### src/inc/ogen_consts.svh
// constants of the oscillator and pll clock generator: offsets, fields, resets, counts
// assumes it is included by bare name from design files
// Operation
// - oscillator off, slow clock selected after reset
// - clearing enable clears the stable flag
// - enabling write clears stable, loads, counts per 8
// - startup count field is eight bits
// - counter at zero sets stable flag, interrupt
// - tally starts after next slow rising edge
// - sixteenth slow falling edge stops tally, ready
// - input divider takes values 1 to 255
// - zero divider holds output low, resets zero
// - output ratio is (multiplier+1)/divider
// - zero multiplier or zero divider disables pll, else enables
// - re-enable or change clears lock, loads count
// - settle counter runs on slow clock, sets lock
// - slow clock always runs, drives counters
`ifndef OGEN_CONSTS_SVH
`define OGEN_CONSTS_SVH
// ****************************************
// register byte offsets
// ****************************************
`define OGEN_OSC_CTRL_OFS   8'h00
`define OGEN_FREQ_OFS       8'h04
`define OGEN_PLL_A_OFS      8'h08
`define OGEN_PLL_B_OFS      8'h0c
`define OGEN_STATUS_OFS     8'h10
`define OGEN_MASK_OFS       8'h14
`define OGEN_PUMP_OFS       8'h18
// ****************************************
// field positions
// ****************************************
`define OGEN_OSC_EN_BIT     0
`define OGEN_OSC_BYP_BIT    1
`define OGEN_OSC_SEL_BIT    2
`define OGEN_OSC_CNT_LSB    8
`define OGEN_FREQ_RDY_BIT   16
`define OGEN_PLL_DIV_LSB    0
`define OGEN_PLL_CNT_LSB    8
`define OGEN_PLL_MUL_LSB    16
`define OGEN_PLL_B29_BIT    29
`define OGEN_ST_STABLE_BIT  0
`define OGEN_ST_FIRST_PLL_SETTLED_FLAG_BIT   1
`define OGEN_ST_SECOND_PLL_SETTLED_FLAG_BIT   2
`define OGEN_ST_FRDY_BIT    3
// ****************************************
// reset values and timing
// ****************************************
`define OGEN_OSC_CTRL_RST   32'h0000_0000
`define OGEN_PLL_RST        32'h0000_0000
`define OGEN_ACLK_HZ        40000000
`define OGEN_SLOW_HZ        32768
`define OGEN_SLOW_HALF      (`OGEN_ACLK_HZ / (2 * `OGEN_SLOW_HZ))
`define OGEN_OSC_PRESCALE   8
`define OGEN_MEAS_PERIODS   16
`define OGEN_RESP_OKAY      2'b00
`define OGEN_RESP_SLVERR    2'b10
`endif

### src/inc/ogen_pkg.sv
// types of the oscillator and pll clock generator
// assumes the constants header is compiled alongside
package ogen_pkg;
  typedef struct packed {
    logic [10:0] feedback_scale_factor;
    logic [5:0]  pll_settle_count;
    logic [7:0]  div;
  } ogen_pll_cfg_s;

  typedef enum logic [3:0] {
    OGEN_MEAS_IDLE  = 4'b0001,
    OGEN_MEAS_ARM   = 4'b0010,
    OGEN_MEAS_COUNT = 4'b0100,
    OGEN_MEAS_DONE  = 4'b1000
  } ogen_meas_e;
endpackage

### src/rtl/ogen_pll_ctl.sv
// one divider and pll control channel: input divider, enable, settle counter
// assumes ref_edge and slow_tick are one-cycle pulses on aclk
`timescale 1ns/1ps
`default_nettype none
`include "ogen_consts.svh"
module ogen_pll_ctl (
  // clock and reset
  input  wire logic                   aclk,
  input  wire logic                   aresetn,
  // timing pulses
  input  wire logic                   slow_tick,
  input  wire logic                   ref_edge,
  // configuration write
  input  wire logic                   cfg_we,
  input  wire ogen_pkg::ogen_pll_cfg_s cfg_wdata,
  // state
  output ogen_pkg::ogen_pll_cfg_s     cfg_r,
  output logic                        settled_r,
  output logic                        ref_pulse_r,
  output logic                        pll_run,
  output logic [11:0]                 mul_plus_one
);
  logic [7:0] div_cnt_r;
  logic [5:0] settle_cnt_r;
  logic       settling_r;
  logic       changed;

  // any differing write counts as a change, re-enable included
  assign changed      = cfg_we && (cfg_wdata != cfg_r);
  assign pll_run      = (cfg_r.div != 8'h00) && (cfg_r.feedback_scale_factor != 11'h000);
  assign mul_plus_one = {1'b0, cfg_r.feedback_scale_factor} + 12'h001;

  // ****************************************
  // configuration
  // ****************************************
  always_ff @(posedge aclk) begin
    if (!aresetn) begin
      cfg_r <= ogen_pkg::ogen_pll_cfg_s'(25'(`OGEN_PLL_RST));
    end else if (cfg_we) begin
      cfg_r <= cfg_wdata;
    end
  end

  // ****************************************
  // input divider, 1 to 255, silent at 0
  // ****************************************
  always_ff @(posedge aclk) begin
    if (!aresetn) begin
      div_cnt_r   <= 8'h00;
      ref_pulse_r <= 1'b0;
    end else if (cfg_r.div == 8'h00 || changed) begin
      div_cnt_r   <= 8'h00;
      ref_pulse_r <= 1'b0;
    end else if (ref_edge) begin
      if (div_cnt_r >= cfg_r.div - 8'h01) begin
        div_cnt_r   <= 8'h00;
        ref_pulse_r <= 1'b1;
      end else begin
        div_cnt_r   <= div_cnt_r + 8'h01;
        ref_pulse_r <= 1'b0;
      end
    end else begin
      ref_pulse_r <= 1'b0;
    end
  end

  // ****************************************
  // settle counter and lock flag
  // ****************************************
  always_ff @(posedge aclk) begin
    if (!aresetn) begin
      settle_cnt_r <= 6'h00;
      settling_r   <= 1'b0;
      settled_r    <= 1'b0;
    end else if (changed) begin
      settled_r    <= 1'b0;
      settle_cnt_r <= cfg_wdata.pll_settle_count;
      settling_r   <= (cfg_wdata.feedback_scale_factor != 11'h000);
    end else if (settling_r && slow_tick) begin
      if (settle_cnt_r <= 6'h01) begin
        settle_cnt_r <= 6'h00;
        settling_r   <= 1'b0;
        settled_r    <= 1'b1;
      end else begin
        settle_cnt_r <= settle_cnt_r - 6'h01;
      end
    end
  end
endmodule
`default_nettype wire

### src/rtl/ogen_top.sv
// oscillator and pll clock generator with an axi4-lite register slave
// assumes crystal_input_pin is synchronous to aclk and slower than half its rate
`timescale 1ns/1ps
`default_nettype none
`include "ogen_consts.svh"
module ogen_top #(
  parameter int SLOW_HALF = `OGEN_SLOW_HALF
) (
  // clock and reset
  input  wire logic        aclk,
  input  wire logic        aresetn,
  // axi4-lite write address
  input  wire logic        s_axi_awvalid,
  output logic             s_axi_awready,
  input  wire logic [7:0]  s_axi_awaddr,
  // axi4-lite write data
  input  wire logic        s_axi_wvalid,
  output logic             s_axi_wready,
  input  wire logic [31:0] s_axi_wdata,
  input  wire logic [3:0]  s_axi_wstrb,
  // axi4-lite write response
  output logic             s_axi_bvalid,
  input  wire logic        s_axi_bready,
  output logic [1:0]       s_axi_bresp,
  // axi4-lite read address
  input  wire logic        s_axi_arvalid,
  output logic             s_axi_arready,
  input  wire logic [7:0]  s_axi_araddr,
  // axi4-lite read data
  output logic             s_axi_rvalid,
  input  wire logic        s_axi_rready,
  output logic [31:0]      s_axi_rdata,
  output logic [1:0]       s_axi_rresp,
  // crystal side
  input  wire logic        crystal_input_pin,
  output logic             crystal_osc_enable,
  output logic             external_clock_bypass,
  output logic             main_clock_select,
  // pll side
  output logic             first_pll_run,
  output logic             first_pll_ref,
  output logic [11:0]      first_pll_mul_plus_one,
  output logic [7:0]       first_pll_div,
  output logic             second_pll_run,
  output logic             second_pll_ref,
  output logic [11:0]      second_pll_mul_plus_one,
  output logic [7:0]       second_pll_div,
  output logic             first_pll_charge_pump_bit,
  // slow clock and interrupt
  output logic             low_rate_clock,
  output logic             clock_irq
);
  // ****************************************
  // declarations
  // ****************************************
  logic [$clog2(SLOW_HALF+1)-1:0] half_cnt_r;
  logic                    slow_rise;
  logic                    slow_fall;
  logic                    xtal_d_r;
  logic                    xtal_edge;
  logic [31:0]             osc_ctrl_r;
  logic [7:0]              startup_cnt_r;
  logic [2:0]              prescale_r;
  logic                    starting_r;
  logic                    crystal_osc_stable_flag;
  ogen_pkg::ogen_meas_e    meas_r;
  logic [4:0]              fall_cnt_r;
  logic [15:0]             crystal_cycle_tally;
  logic                    freq_measure_ready_flag;
  logic [3:0]              irq_mask_r;
  logic [3:0]              status;
  logic                    aw_held_r;
  logic                    w_held_r;
  logic [7:0]              waddr_r;
  logic [31:0]             wdata_r;
  logic [3:0]              wstrb_r;
  logic                    wr_fire;
  logic                    osc_we;
  logic                    pll_a_we;
  logic                    pll_b_we;
  logic [31:0]             wmerged;
  ogen_pkg::ogen_pll_cfg_s pll_a_cfg;
  ogen_pkg::ogen_pll_cfg_s pll_b_cfg;
  logic                    first_pll_settled_flag;
  logic                    second_pll_settled_flag;
  logic                    pump_r;

  function automatic logic [31:0] merge(input logic [31:0] old_v, input logic [31:0] new_v,
                                        input logic [3:0] strb);
    logic [31:0] res;
    res = old_v;
    for (int i = 0; i < 4; i++) begin
      if (strb[i]) begin
        res[i*8 +: 8] = new_v[i*8 +: 8];
      end
    end
    return res;
  endfunction

  function automatic logic mapped(input logic [7:0] a);
    return (a == `OGEN_OSC_CTRL_OFS) || (a == `OGEN_FREQ_OFS) || (a == `OGEN_PLL_A_OFS) ||
           (a == `OGEN_PLL_B_OFS) || (a == `OGEN_STATUS_OFS) || (a == `OGEN_MASK_OFS) ||
           (a == `OGEN_PUMP_OFS);
  endfunction

  // ****************************************
  // slow clock divider, free running
  // ****************************************
  // never gated by any register: the counters below depend on it
  always_ff @(posedge aclk) begin
    if (!aresetn) begin
      half_cnt_r     <= '0;
      low_rate_clock <= 1'b0;
    end else if (half_cnt_r >= ($bits(half_cnt_r))'(SLOW_HALF - 1)) begin
      half_cnt_r     <= '0;
      low_rate_clock <= ~low_rate_clock;
    end else begin
      half_cnt_r     <= half_cnt_r + 1'b1;
    end
  end

  assign slow_rise = (half_cnt_r >= ($bits(half_cnt_r))'(SLOW_HALF - 1)) && !low_rate_clock;
  assign slow_fall = (half_cnt_r >= ($bits(half_cnt_r))'(SLOW_HALF - 1)) && low_rate_clock;

  // crystal clock rising edges, pin taken as synchronous
  always_ff @(posedge aclk) begin
    if (!aresetn) begin
      xtal_d_r <= 1'b0;
    end else begin
      xtal_d_r <= crystal_input_pin;
    end
  end

  assign xtal_edge = crystal_input_pin && !xtal_d_r;

  // ****************************************
  // axi4-lite write path
  // ****************************************
  assign s_axi_awready = !aw_held_r && !s_axi_bvalid;
  assign s_axi_wready  = !w_held_r && !s_axi_bvalid;
  assign wr_fire       = aw_held_r && w_held_r && !s_axi_bvalid;
  assign wmerged       = merge(osc_ctrl_r, wdata_r, wstrb_r);
  assign osc_we        = wr_fire && (waddr_r == `OGEN_OSC_CTRL_OFS);
  assign pll_a_we      = wr_fire && (waddr_r == `OGEN_PLL_A_OFS);
  assign pll_b_we      = wr_fire && (waddr_r == `OGEN_PLL_B_OFS);

  always_ff @(posedge aclk) begin
    if (!aresetn) begin
      aw_held_r <= 1'b0;
      waddr_r   <= 8'h00;
    end else if (s_axi_awvalid && s_axi_awready) begin
      aw_held_r <= 1'b1;
      waddr_r   <= {s_axi_awaddr[7:2], 2'b00};
    end else if (wr_fire) begin
      aw_held_r <= 1'b0;
    end
  end

  always_ff @(posedge aclk) begin
    if (!aresetn) begin
      w_held_r <= 1'b0;
      wdata_r  <= 32'h0000_0000;
      wstrb_r  <= 4'h0;
    end else if (s_axi_wvalid && s_axi_wready) begin
      w_held_r <= 1'b1;
      wdata_r  <= s_axi_wdata;
      wstrb_r  <= s_axi_wstrb;
    end else if (wr_fire) begin
      w_held_r <= 1'b0;
    end
  end

  always_ff @(posedge aclk) begin
    if (!aresetn) begin
      s_axi_bvalid <= 1'b0;
      s_axi_bresp  <= `OGEN_RESP_OKAY;
    end else if (wr_fire) begin
      s_axi_bvalid <= 1'b1;
      s_axi_bresp  <= mapped(waddr_r) ? `OGEN_RESP_OKAY : `OGEN_RESP_SLVERR;
    end else if (s_axi_bready) begin
      s_axi_bvalid <= 1'b0;
    end
  end

  // ****************************************
  // software written registers
  // ****************************************
  always_ff @(posedge aclk) begin
    if (!aresetn) begin
      osc_ctrl_r <= `OGEN_OSC_CTRL_RST;
    end else if (osc_we) begin
      osc_ctrl_r <= wmerged & 32'h0000_ff07;
    end
  end

  always_ff @(posedge aclk) begin
    if (!aresetn) begin
      irq_mask_r <= 4'h0;
      pump_r     <= 1'b0;
    end else if (wr_fire && waddr_r == `OGEN_MASK_OFS && wstrb_r[0]) begin
      irq_mask_r <= wdata_r[3:0];
    end else if (wr_fire && waddr_r == `OGEN_PUMP_OFS && wstrb_r[0]) begin
      pump_r     <= wdata_r[0];
    end
  end

  assign crystal_osc_enable        = osc_ctrl_r[`OGEN_OSC_EN_BIT];
  // bypass is only honoured by the pad when enable is low, software's duty
  assign external_clock_bypass     = osc_ctrl_r[`OGEN_OSC_BYP_BIT];
  assign main_clock_select         = osc_ctrl_r[`OGEN_OSC_SEL_BIT] && crystal_osc_stable_flag;
  assign first_pll_charge_pump_bit = pump_r;

  // ****************************************
  // oscillator startup counter
  // ****************************************
  always_ff @(posedge aclk) begin
    if (!aresetn) begin
      startup_cnt_r           <= 8'h00;
      prescale_r              <= 3'h0;
      starting_r              <= 1'b0;
      crystal_osc_stable_flag <= 1'b0;
    end else if (osc_we && !wmerged[`OGEN_OSC_EN_BIT]) begin
      starting_r              <= 1'b0;
      crystal_osc_stable_flag <= 1'b0;
    end else if (osc_we && !osc_ctrl_r[`OGEN_OSC_EN_BIT]) begin
      startup_cnt_r           <= wmerged[`OGEN_OSC_CNT_LSB +: 8];
      prescale_r              <= 3'h0;
      starting_r              <= 1'b1;
      crystal_osc_stable_flag <= 1'b0;
    end else if (starting_r && slow_rise) begin
      if (prescale_r == 3'(`OGEN_OSC_PRESCALE - 1)) begin
        prescale_r <= 3'h0;
        if (startup_cnt_r <= 8'h01) begin
          startup_cnt_r           <= 8'h00;
          starting_r              <= 1'b0;
          crystal_osc_stable_flag <= 1'b1;
        end else begin
          startup_cnt_r <= startup_cnt_r - 8'h01;
        end
      end else begin
        prescale_r <= prescale_r + 3'h1;
      end
    end
  end

  // ****************************************
  // crystal frequency measurement
  // ****************************************
  always_ff @(posedge aclk) begin
    if (!aresetn) begin
      meas_r <= ogen_pkg::OGEN_MEAS_IDLE;
    end else if (!crystal_osc_stable_flag) begin
      meas_r <= ogen_pkg::OGEN_MEAS_IDLE;
    end else begin
      case (meas_r)
        ogen_pkg::OGEN_MEAS_IDLE: begin
          meas_r <= ogen_pkg::OGEN_MEAS_ARM;
        end
        ogen_pkg::OGEN_MEAS_ARM: begin
          if (slow_rise) begin
            meas_r <= ogen_pkg::OGEN_MEAS_COUNT;
          end
        end
        ogen_pkg::OGEN_MEAS_COUNT: begin
          if (slow_fall && fall_cnt_r == 5'(`OGEN_MEAS_PERIODS - 1)) begin
            meas_r <= ogen_pkg::OGEN_MEAS_DONE;
          end
        end
        ogen_pkg::OGEN_MEAS_DONE: begin
          meas_r <= ogen_pkg::OGEN_MEAS_DONE;
        end
        default: begin
          meas_r <= ogen_pkg::OGEN_MEAS_IDLE;
        end
      endcase
    end
  end

  always_ff @(posedge aclk) begin
    if (!aresetn) begin
      fall_cnt_r          <= 5'h00;
      crystal_cycle_tally <= 16'h0000;
    end else if (meas_r == ogen_pkg::OGEN_MEAS_ARM) begin
      fall_cnt_r          <= 5'h00;
      crystal_cycle_tally <= 16'h0000;
    end else if (meas_r == ogen_pkg::OGEN_MEAS_COUNT) begin
      if (slow_fall) begin
        fall_cnt_r <= fall_cnt_r + 5'h01;
      end
      if (xtal_edge) begin
        crystal_cycle_tally <= crystal_cycle_tally + 16'h0001;
      end
    end
  end

  assign freq_measure_ready_flag = (meas_r == ogen_pkg::OGEN_MEAS_DONE);

  // ****************************************
  // two pll channels
  // ****************************************
  // bit 29 of the first pll word is write-only and not stored
  ogen_pll_ctl u_pll_a (
    .aclk         (aclk),
    .aresetn      (aresetn),
    .slow_tick    (slow_rise),
    .ref_edge     (xtal_edge),
    .cfg_we       (pll_a_we),
    .cfg_wdata    (ogen_pkg::ogen_pll_cfg_s'({wdata_r[26:16], wdata_r[13:8], wdata_r[7:0]})),
    .cfg_r        (pll_a_cfg),
    .settled_r    (first_pll_settled_flag),
    .ref_pulse_r  (first_pll_ref),
    .pll_run      (first_pll_run),
    .mul_plus_one (first_pll_mul_plus_one)
  );

  ogen_pll_ctl u_pll_b (
    .aclk         (aclk),
    .aresetn      (aresetn),
    .slow_tick    (slow_rise),
    .ref_edge     (xtal_edge),
    .cfg_we       (pll_b_we),
    .cfg_wdata    (ogen_pkg::ogen_pll_cfg_s'({wdata_r[26:16], wdata_r[13:8], wdata_r[7:0]})),
    .cfg_r        (pll_b_cfg),
    .settled_r    (second_pll_settled_flag),
    .ref_pulse_r  (second_pll_ref),
    .pll_run      (second_pll_run),
    .mul_plus_one (second_pll_mul_plus_one)
  );

  assign first_pll_div  = pll_a_cfg.div;
  assign second_pll_div = pll_b_cfg.div;

  // ****************************************
  // status and interrupt
  // ****************************************
  assign status    = {freq_measure_ready_flag, second_pll_settled_flag,
                      first_pll_settled_flag, crystal_osc_stable_flag};
  assign clock_irq = |(status & irq_mask_r);

  // ****************************************
  // axi4-lite read path
  // ****************************************
  assign s_axi_arready = !s_axi_rvalid;

  always_ff @(posedge aclk) begin
    if (!aresetn) begin
      s_axi_rvalid <= 1'b0;
      s_axi_rdata  <= 32'h0000_0000;
      s_axi_rresp  <= `OGEN_RESP_OKAY;
    end else if (s_axi_arvalid && s_axi_arready) begin
      s_axi_rvalid <= 1'b1;
      s_axi_rresp  <= mapped({s_axi_araddr[7:2], 2'b00}) ? `OGEN_RESP_OKAY : `OGEN_RESP_SLVERR;
      case ({s_axi_araddr[7:2], 2'b00})
        `OGEN_OSC_CTRL_OFS: s_axi_rdata <= osc_ctrl_r;
        `OGEN_FREQ_OFS:     s_axi_rdata <= {15'h0000, freq_measure_ready_flag, crystal_cycle_tally};
        `OGEN_PLL_A_OFS:    s_axi_rdata <= {5'h00, pll_a_cfg.feedback_scale_factor, 2'b00,
                                            pll_a_cfg.pll_settle_count, pll_a_cfg.div};
        `OGEN_PLL_B_OFS:    s_axi_rdata <= {5'h00, pll_b_cfg.feedback_scale_factor, 2'b00,
                                            pll_b_cfg.pll_settle_count, pll_b_cfg.div};
        `OGEN_STATUS_OFS:   s_axi_rdata <= {28'h000_0000, status};
        `OGEN_MASK_OFS:     s_axi_rdata <= {28'h000_0000, irq_mask_r};
        `OGEN_PUMP_OFS:     s_axi_rdata <= {31'h0000_0000, pump_r};
        default:            s_axi_rdata <= 32'h0000_0000;
      endcase
    end else if (s_axi_rready) begin
      s_axi_rvalid <= 1'b0;
    end
  end
endmodule
`default_nettype wire

### config.mk
export PLATFORM = sky130hd
export DESIGN_NAME = ogen_top
export DESIGN_NICKNAME = d
export VERILOG_FILES = /design/src/inc/ogen_pkg.sv /design/src/rtl/ogen_pll_ctl.sv /design/src/rtl/ogen_top.sv
export VERILOG_INCLUDE_DIRS = /design/src /design/src/inc
export SDC_FILE = /design/constraint.sdc
export NUM_CORES = 1
export LEC_CHECK = 0
export ABC_CLOCK_PERIOD_IN_PS = 6500
export BUFFER_PORTS_ARGS = -buffer_cell sky130_fd_sc_hd__buf_2
export CAP_MARGIN = 20
export CORE_ASPECT_RATIO = 1.25
export CORE_UTILIZATION = 63
export DETAILED_ROUTE_END_ITERATION = 16
export PLACE_DENSITY = 0.95
export SETUP_SLACK_MARGIN = 0.5
export SKIP_LAST_GASP = 1
export SLEW_MARGIN = 15
export SYNTH_ARGS = -nofsm -noshare
export SYNTH_HDL_FRONTEND = slang
export SYNTH_SLANG_ARGS = --single-unit
### constraint.sdc
create_clock -name aclk -period 6.5 [get_ports aclk]
set_input_delay 1.3 -clock aclk [delete_from_list [all_inputs] [get_ports aclk]]
set_output_delay 1.3 -clock aclk [all_outputs]
set_load 0.05 [all_outputs]
# Yosys cells after proc, flatten, opt, wreduce, memory -nomap -nowiden
# Cells that the tools add are included.
# Widths: inputs -> output; s select.
[word_totals] word_cells=224 output_inout_bits=91 ff_bits=225 in_bits=60
[op_classes] order_cmp=6 n_eq_ne=22 n_addsub=13 n_bitwise=6 mux=42 reduce_logical=95
[op_table] operator="$pmux 27 s7" count=1
[op_table] operator="$mux 8" count=7
[op_table] operator="$ne 25x25->1" count=2
[op_table] operator="$eq 6x3->1 const B" count=6
[op_table] operator="$mux 6" count=6
[op_table] operator="$reduce_bool 11->1" count=3
[op_table] operator="$logic_and 1x1->1" count=28
[op_table] operator="$add 11x1->12 const B" count=2
[op_table] operator="$eq 6x2->1 const B" count=4
[op_table] operator="$logic_not 8->1" count=3
[op_table] operator="$sub 8x1->8 const B" count=3
[op_table] operator="$reduce_and 2->1" count=11
[op_table] operator="$reduce_bool 2->1" count=11
[op_table] operator="$mux 1" count=20
[op_table] operator="$add 16x1->16 const B" count=1
[op_table] operator="$add 8x1->8 const B" count=2
[op_table] operator="$ge 8x8->1" count=2
[op_table] operator="$pmux 4 s4" count=1
[op_table] operator="$reduce_bool 8->1" count=2
[op_table] operator="$logic_or 1x1->1" count=14
[op_table] operator="$reduce_or 2->1" count=7
[op_table] operator="$eq 6x1->1 const B" count=2
[op_table] operator="$le 6x1->1 const B" count=2
[op_table] operator="$sub 6x1->6 const B" count=2
[op_table] operator="22 further kinds" count=42

# Longest topological paths before layout
# Gate-level depths: netlist of run 1.
[logic_depth] ltp_word=8 ltp_mapped=11 depth_no_buf=10

# Hierarchy
# Synthesis of run 1 repeated with hierarchy kept, for this count alone.
[hier_totals] cells_unflattened=1309 area_unflattened_um2=11577.4
[by_module_without_submodules] mod="ogen_top" instances=1 area_each_um2=6304.8 seq_area_each_um2=2682.6 cells_each=735
[by_module_without_submodules] mod="ogen_pll_ctl" instances=2 area_each_um2=2636.3 seq_area_each_um2=840.8 cells_each=287

# Worst setup path after synthesis of run 1
# Ideal clock, no wire load.
[synth_path] kind="flip-flop to output port" from="register u_pll_a.cfg_r[16] (netlist name)" to="output port first_pll_mul_plus_one[9]" arrival_ps=2070 n_path_buf=1 t_required_ps=5200 setup_slack_ps=3130 path_stages_with_launch=7 path_cell_list="dfxtp_1 clkbuf_1 and3_1 and3_1 and3_1 nand3_1 xnor2_1"
[synth_via] elab_chain_cells=1
[synth_lines] item="start: declaration" line_no="ogen_pll_ctl.sv:17" text="output ogen_pkg::ogen_pll_cfg_s cfg_r,"
[synth_lines] item="start signal: assignment" line_no="ogen_pll_ctl.sv:38" text="cfg_r <= ogen_pkg::ogen_pll_cfg_s'(25'(`OGEN_PLL_RST));"
[synth_lines] item="start signal: assignment" line_no="ogen_pll_ctl.sv:40" text="cfg_r <= cfg_wdata;"
[synth_lines] item="$add 11x1->12" line_no="ogen_pll_ctl.sv:31" text="assign mul_plus_one = {1'b0, cfg_r.feedback_scale_factor} + 12'h001;"
[synth_lines] item="end: declaration" line_no="ogen_top.sv:42" text="output logic [11:0] first_pll_mul_plus_one,"
# Every way passes these cells.

# Final worst setup path of run 1
[layout_path] from="register u_pll_b.cfg_r[2] (netlist name)" to="output port second_pll_run"
[layout_via] elab_chain_cells=2
[layout_lines] item="start: declaration" line_no="ogen_pll_ctl.sv:17"
[layout_lines] item="start signal: assignment" line_no="ogen_pll_ctl.sv:38"
[layout_lines] item="start signal: assignment" line_no="ogen_pll_ctl.sv:40"
[layout_lines] item="$reduce_bool 8->1" line_no="ogen_pll_ctl.sv:30" text="assign pll_run = (cfg_r.div != 8'h00) && (cfg_r.feedback_scale_factor != 11'h000);"
[layout_lines] item="$logic_and 1x1->1" line_no="ogen_pll_ctl.sv:30"
[layout_lines] item="end: declaration" line_no="ogen_top.sv:44" text="output logic second_pll_run,"
# Every way passes these cells.

==> results of run 1 <==
==> placed cells by master, fill, tap and decap left out, types with 5 or more instances in the layout <==
cell,Yosys,routed
o21bai_1,6,6
a22oi_1,18,18
nor3_1,22,22
buf_2,10,132
xnor2_1,96,96
nor2_1,149,149
o32ai_1,5,5
or3_1,12,12
buf_4,26,10
nand3_1,54,54
mux2i_1,86,86
a211oi_1,17,17
nor4b_1,8,8
clkbuf_16,0,23
nand4_1,19,19
dfxtp_1,218,218
a21oi_1,67,67
nand2_1,128,128
nand2b_1,13,13
inv_1,39,38
xor2_1,20,20
clkbuf_1,85,6
nor4_1,43,42
mux2_2,21,21
mux4_2,6,6
a31oi_1,11,11
conb_1,1,7
and3_1,20,20
ha_1,40,40
nor2b_1,8,8
o21ai_0,36,36
==> registers in the layout, indices dropped and copies added (netlist names), 2 cells and up <==
register              flops
fall_cnt_r                5
u_pll_a.settle_cnt_r      6
s_axi_rdata              27
wdata_r                  27
u_pll_b.cfg_r            25
u_pll_a.div_cnt_r         8
osc_ctrl_r               11
crystal_cycle_tally      16
half_cnt_r               10
u_pll_b.settle_cnt_r      6
meas_r                    4
wstrb_r                   2
u_pll_a.cfg_r            25
waddr_r                   6
prescale_r                3
u_pll_b.div_cnt_r         8
startup_cnt_r             8
irq_mask_r                4
==> worst reg2reg max path, stage by stage (launching register included) <==
cell,delay [ns]
dfxtp_1,0.32
nor3_1,0.38
nand2_1,0.18
nor4_2,0.16
buf_4,0.45
a21boi_2,0.90
mux2_2,0.43
==> routing by layer <==
layer	global-route usage, %	vias up	share of wire, %
li1	-	4824	-
met1	40.8	4975	36
met4	22.1	0	7.2
met2	54.6	731	47
met3	6.64	193	9.4
met5	0	-	0
==> power breakdown <==
| group | internal (mW) | switching [mW] | total [mW] |
|---|---|---|---|
| Combinational | 0.0737 | 0.145 | 0.219 |
| Sequential | 1.36 | 0.0451 | 1.40 |
| Clock | 0.734 | 0.529 | 1.26 |
| Total | 2.17 | 0.719 | 2.88 |
==> worst max-delay path by stage <==
stage                      startpoint                   endpoint  slack [ns]  cells after the start
floorplan           u_pll_a.cfg_r[16]  first_pll_mul_plus_one[9]        3.13                      6
global placement     u_pll_b.cfg_r[2]             second_pll_run        3.11                      4
detailed placement   u_pll_b.cfg_r[2]             second_pll_run        3.09                      4
CTS                  u_pll_b.cfg_r[2]             second_pll_run        2.55                      4
global route         u_pll_b.cfg_r[2]             second_pll_run        2.40                      4
finish               u_pll_b.cfg_r[2]             second_pll_run        2.33                      4
==> cell families (layout without fill, tap and decap cells) <==
family,after synthesis,after routing,synth area share (%)
buffers and inverters,167,221,6.34
other,1,9,0.0322
multiplexers,113,113,10.6
XOR/XNOR,116,116,8.73
AND/OR/NAND/NOR,501,501,20.9
AO/OA/AOI/OAI,205,205,11.6
adder cells (fa/ha/maj),40,40,4.30
flip-flops,218,218,37.5
==> final cells by class <==
class | count | area [um^2]
Clock buffer | 33 | 653
Sequential cell | 218 | 4360
Multi-Input combinational cell | 982 | 6570
Clock inverter | 6 | 61.3
Antenna cell | 2 | 5.00
Tap cell | 228 | 285
Timing Repair Buffer | 142 | 736
Fill cell | 1190 | 5270
Inverter | 40 | 153
==> reports/metrics.yaml, run 1 <==
remaining_drc_errors: 0
clk_pin_slew_worst_paths_ns: 0.07
cts_hold_buffers: 0
p_leak_nw: 5.18
drv_cap: 0
setup_viol: 0
drtPass1Iterations: 7
fin_nets: 1506
whs_ns: 0.454
synth_cell_types: 70
finalNonFillerCells: 1651
wl_per_cell_um: 19.7
cts-root-buf: "clkbuf_16"
die_h_um: 154
hold_path.class: "reg2reg"
antenna_found_initial: 2
regToRegStartpoint: "waddr_r[7]"
crit_type: "reg2out"
postLayoutCellArea_mm2: 0.0128
yosysWarnings: 0
irDropWorstVdd_mv: 0.238
grt_max_degree: 78
slowest_stage: "nor4b_1"
dp_hpwl_um: 21700
rsz0062_at_grt: "no"
dpl_worst_slack_ns: 3.09
clk_path_buf_depth: 3
clk_latency_ns: 0.51
core_area_mm2: 0.0181
crit_path_max_fanout: 8
num_rows: 55
crit_chain: "or4_1, nor4b_1, a31oi_1, buf_2"
post-route-period-util_pct: 64.1
cts-resized-gates: 0
status: "completed"
track_usage_pct: 34.0
clock_skew_ns: 0.0111
synth_common_cells: "218 x dfxtp_1, 149 x nor2_1, 128 x nand2_1, 96 x xnor2_1, 86 x mux2i_1"
avgSynthCellArea_um2: 8.56
r2r_end: "u_pll_a.settling_r"
portBuffers: 132
num_vias: 10723
yosysMostFrequentCell: "dfxtp_1"
drive_above_1_share_pct: 15.2
holdPathStages: 2
post-route-util_pct: 70.9
relSlewSlack_pct: 29.4
dieArea_mm2: 0.0190
crit_path_max_incr_delay_ns: 0.90
yosys.area.top_type: "dfxtp_1"
synth_top_area_share_pct: 37.5
first_global_vias: 9927
final_hold_viol_count: 0
fin_setup_tns_ns: 0
synthCells: 1361
fmax_mhz: 240
fp.dieW_um: 124
cts_buffers: 22
routed_via_density: 6.49
worst_slew_pin_slew_ns: 1.05
hold-path-endpoint: "s_axi_rdata[12]"
drtIter0Drc: 1238
synthFlopType: "dfxtp_1"
grt-ovfl-total: 0
cts.sinks: 218
synth_edf_count: 0
crit_path_start_kind: "flop"
worstPathArrival_ns: 2.87
post_cts_buffers: 0
fin_crit_ns: 4.17
holdCritStartpoint: "s_axi_rdata[12]"
cts_tree: "yes"
ys_seq_area_share_pct: 37.5
synth_area_mm2: 0.0116
fin_ws_ns: 2.33
place_inst: 1609
synthToLayoutAreaGrowth_pct: 10.2
reg2regPathDepth: 6
reg2reg_slack_ns: 3.57
synth_async_sr_flop_share_pct: 0
power_density_mw_per_mm2: 225
ios: 151
crit_path_end_kind: "primary output"
crit_buf_inv: 1
cp_top_family: "simple AND/OR/NAND/NOR gates"
cts_max_level: 1
initial_core_util_pct: 64.3
crit_required_ns: 5.20
drtAntennaViolNets: 0
finalWirelength_um: 32500
ys_seq_elements: 218
synth_top_cells_by_area: "dfxtp_1 37%, mux2i_1 7.4%, xnor2_1 7.2%, nor2_1 4.8%, ha_1 4.3%"
fin_total_pwr_mw: 2.88
place_congestion: 0.942
slew_violations: 0
post_dp_cell_area_mm2: 0.0121
grt_pass1_wl_um: 51000
Note: power is estimated with default switching activity, not from simulation.
==> run 2: changes to the inputs <==
- ABC_CLOCK_PERIOD_IN_PS: 6500 -> 4100
- CORE_UTILIZATION: 63 -> 59
- PLACE_DENSITY: 0.95 -> 0.9
- clock period: 6.5 -> 4.1 ns (I/O delays scaled with it)
==> reports/metrics.yaml, run 2 (same netlist as run 1, synthesis figures left out) <==
worst_slew_pin_slew_ns: 1.15  # was 1.05 ns
num_vias: 10564  # was 10,723
slew_violations: 0  # unchanged
clk_latency_ns: 0.51  # about the same
post_dp_cell_area_mm2: 0.0122  # was 0.0121 mm^2
grt_pass1_wl_um: 52500  # was 51,000 um
synthToLayoutAreaGrowth_pct: 11.6  # was 10.2%
whs_ns: 0.447  # was 0.454 ns
drive_above_1_share_pct: 15.7  # was 15.2%
holdCritStartpoint: "s_axi_rdata[12]"  # unchanged
finalWirelength_um: 33100  # was 32,500 um
first_global_vias: 10249  # was 9,927
core_area_mm2: 0.0194  # was 0.0181 mm^2
dieArea_mm2: 0.0203  # was 0.0190 mm^2
ios: 151  # unchanged
hold_path.class: "reg2reg"  # unchanged
multiInputGateArea_mm2: 0.00657  # unchanged
drtIter0Drc: 1055  # was 1,238
portBuffers: 132  # unchanged
post-route-util_pct: 67.0  # was 70.9%
clk_path_buf_depth: 3  # unchanged
num_rows: 57  # was 55
rsz0062_at_grt: "no"  # unchanged
r2r_end: "u_pll_a.ref_pulse_r"  # was u_pll_a.settling_r
fmax_mhz: 284
wl_met2_um: 15400  # was 15,300 um
fin_nets: 1509  # was 1,506
initial_core_util_pct: 60.0  # was 64.3%
cts_tree: "yes"  # unchanged
drv_cap: 0  # unchanged
holdPathStages: 2  # unchanged
power_density_mw_per_mm2: 371  # was 225 mW/mm^2
cts_max_level: 1  # unchanged
routed.top_layer: "met4"  # unchanged
slowest_stage: "nor4b_1"  # unchanged
drtAntennaViolNets: 0  # unchanged
status: "completed"  # unchanged
crit_path_end_kind: "primary output"  # unchanged
fin_setup_tns_ns: 0  # unchanged
crit_path_max_fanout: 7  # was 8
routed_via_density: 6.25  # was 6.49
setup_viol: 0  # unchanged
p_leak_nw: 5.23  # was 5.18 nW
clock_skew_ns: 0.00829  # was 0.0111 ns
crit_path_start_kind: "flop"  # unchanged
final_common_cell: "dfxtp_1"  # unchanged
drtPass1Iterations: 7  # unchanged
cts-root-buf: "clkbuf_16"  # unchanged
place_inst: 1650  # was 1,609
final_cell_mix: "218 x dfxtp_1, 149 x nor2_1, 132 x buf_2"  # unchanged
cts_buffers: 22  # unchanged
irDropWorstVdd_mv: 0.322  # was 0.238 mV
final_hold_viol_count: 0  # unchanged
crit_type: "reg2out"  # unchanged
wl_per_cell_um: 19.6  # was 19.7 um
hold-path-endpoint: "s_axi_rdata[12]"  # unchanged
die_h_um: 159  # was 154 um
relSlewSlack_pct: 23.2  # was 29.4%
cts_hold_buffers: 0  # unchanged
remaining_drc_errors: 0  # unchanged
track_usage_pct: 32.3  # was 34.0%
grt-ovfl-total: 0  # unchanged
post_cts_buffers: 0  # unchanged
reg.largest.list: "s_axi_rdata (27), wdata_r (27)"  # unchanged
wl_met1_um: 12400  # was 11,800 um
place_congestion: 0.927  # was 0.942
post-route-period-util_pct: 86.0
nFillCells: 1447  # was 1,190
regArea_mm2: 0.00436  # unchanged
antenna_found_initial: 0  # was 2
worstPathArrival_ns: 2.71  # was 2.87 ns
crit_required_ns: 3.28  # was 5.20 ns
crit_chain: "or4_1, nor4b_1, a31oi_1, buf_2"  # unchanged
postLayoutCellArea_mm2: 0.0130  # was 0.0128 mm^2
cts-resized-gates: 0  # unchanged
dp_hpwl_um: 22200  # was 21,700 um
reg2reg_slack_ns: 1.14  # was 3.57 ns
dr_wl_met3_um: 2880  # was 3040 um
fp.dieW_um: 128  # was 124 um
finalNonFillerCells: 1691  # was 1,651
crit_path_max_incr_delay_ns: 0.84  # was 0.90 ns
regToRegStartpoint: "u_pll_a.cfg_r[2]"  # was waddr_r[7]
fin_crit_ns: 3.53
reg2regPathDepth: 8  # was 6
grt_max_degree: 48  # was 78
clk_pin_slew_worst_paths_ns: 0.06  # was 0.07 ns
cts.sinks: 218  # unchanged
-- run 2: cell count changes in the layout (fill, tap and decap cells not counted) --
| cell | delta |
|---|---|
| clkbuf_1 | -4 |
| buf_4 | +3 |
| clkinv_4 | -1 |
| clkinv_2 | +1 |
| clkbuf_8 | -2 |
| diode_2 | -1 |
| clkinvlp_4 | +3 |
| bufinv_16 | +4 |
-- run 2: worst max-delay path by stage --
stage	cells after the start	from	slack [ns]	to
finish	4	u_pll_b.cfg_r[3]	0.57	second_pll_run
global route	4	u_pll_b.cfg_r[3]	0.62	second_pll_run
CTS	4	u_pll_b.cfg_r[3]	0.64	second_pll_run
detailed placement	4	u_pll_b.cfg_r[3]	1.18	second_pll_run
global placement	4	u_pll_b.cfg_r[3]	1.23	second_pll_run
floorplan	6	u_pll_a.cfg_r[16]	1.21	first_pll_mul_plus_one[9]
-- run 2: worst max-delay path: cells and delay by family, from the launching register on --
kind / cells / cell delay [ns]
compound gates: 1 / 0.10
flops: 1 / 0.41
simple gates: 2 / 1.42
buf+inv: 1 / 0.26
-- run 2: cell type report --
type / count / area share, %
Antenna cell: 1 / 0.0193
Clock buffer: 27 / 4.70
Clock inverter: 13 / 1.54
Inverter: 40 / 1.18
Multi-Input combinational cell: 982 / 50.6
Sequential cell: 218 / 33.6
Tap cell: 265 / 2.55
Timing Repair Buffer: 145 / 5.84
-- run 2: routing by layer --
layer  track usage [%]  vias to the layer above
met5                 0                        -
met3              6.12                      186
met2              52.4                      661
met1              38.5                     4896
met4              22.6                        0
li1                  -                     4821
-- run 2: where the power goes --
part | total [mW] | internal, mW | switching (mW)
sequential | 2.22 | 2.15 | 0.0723
clock | 2.24 | 1.38 | 0.865
combinational | 0.350 | 0.118 | 0.232
total | 4.82 | 3.65 | 1.17
-- run 2: per-stage QoR --
stage | setup WS, ns | power, mW
after floorplan | 1.21 | 2.50
after global placement | 1.23 | 2.59
after detailed placement | 1.18 | 2.60
after CTS | 0.641 | 4.82
after global routing | 0.615 | 4.94
final | 0.574 | 4.82
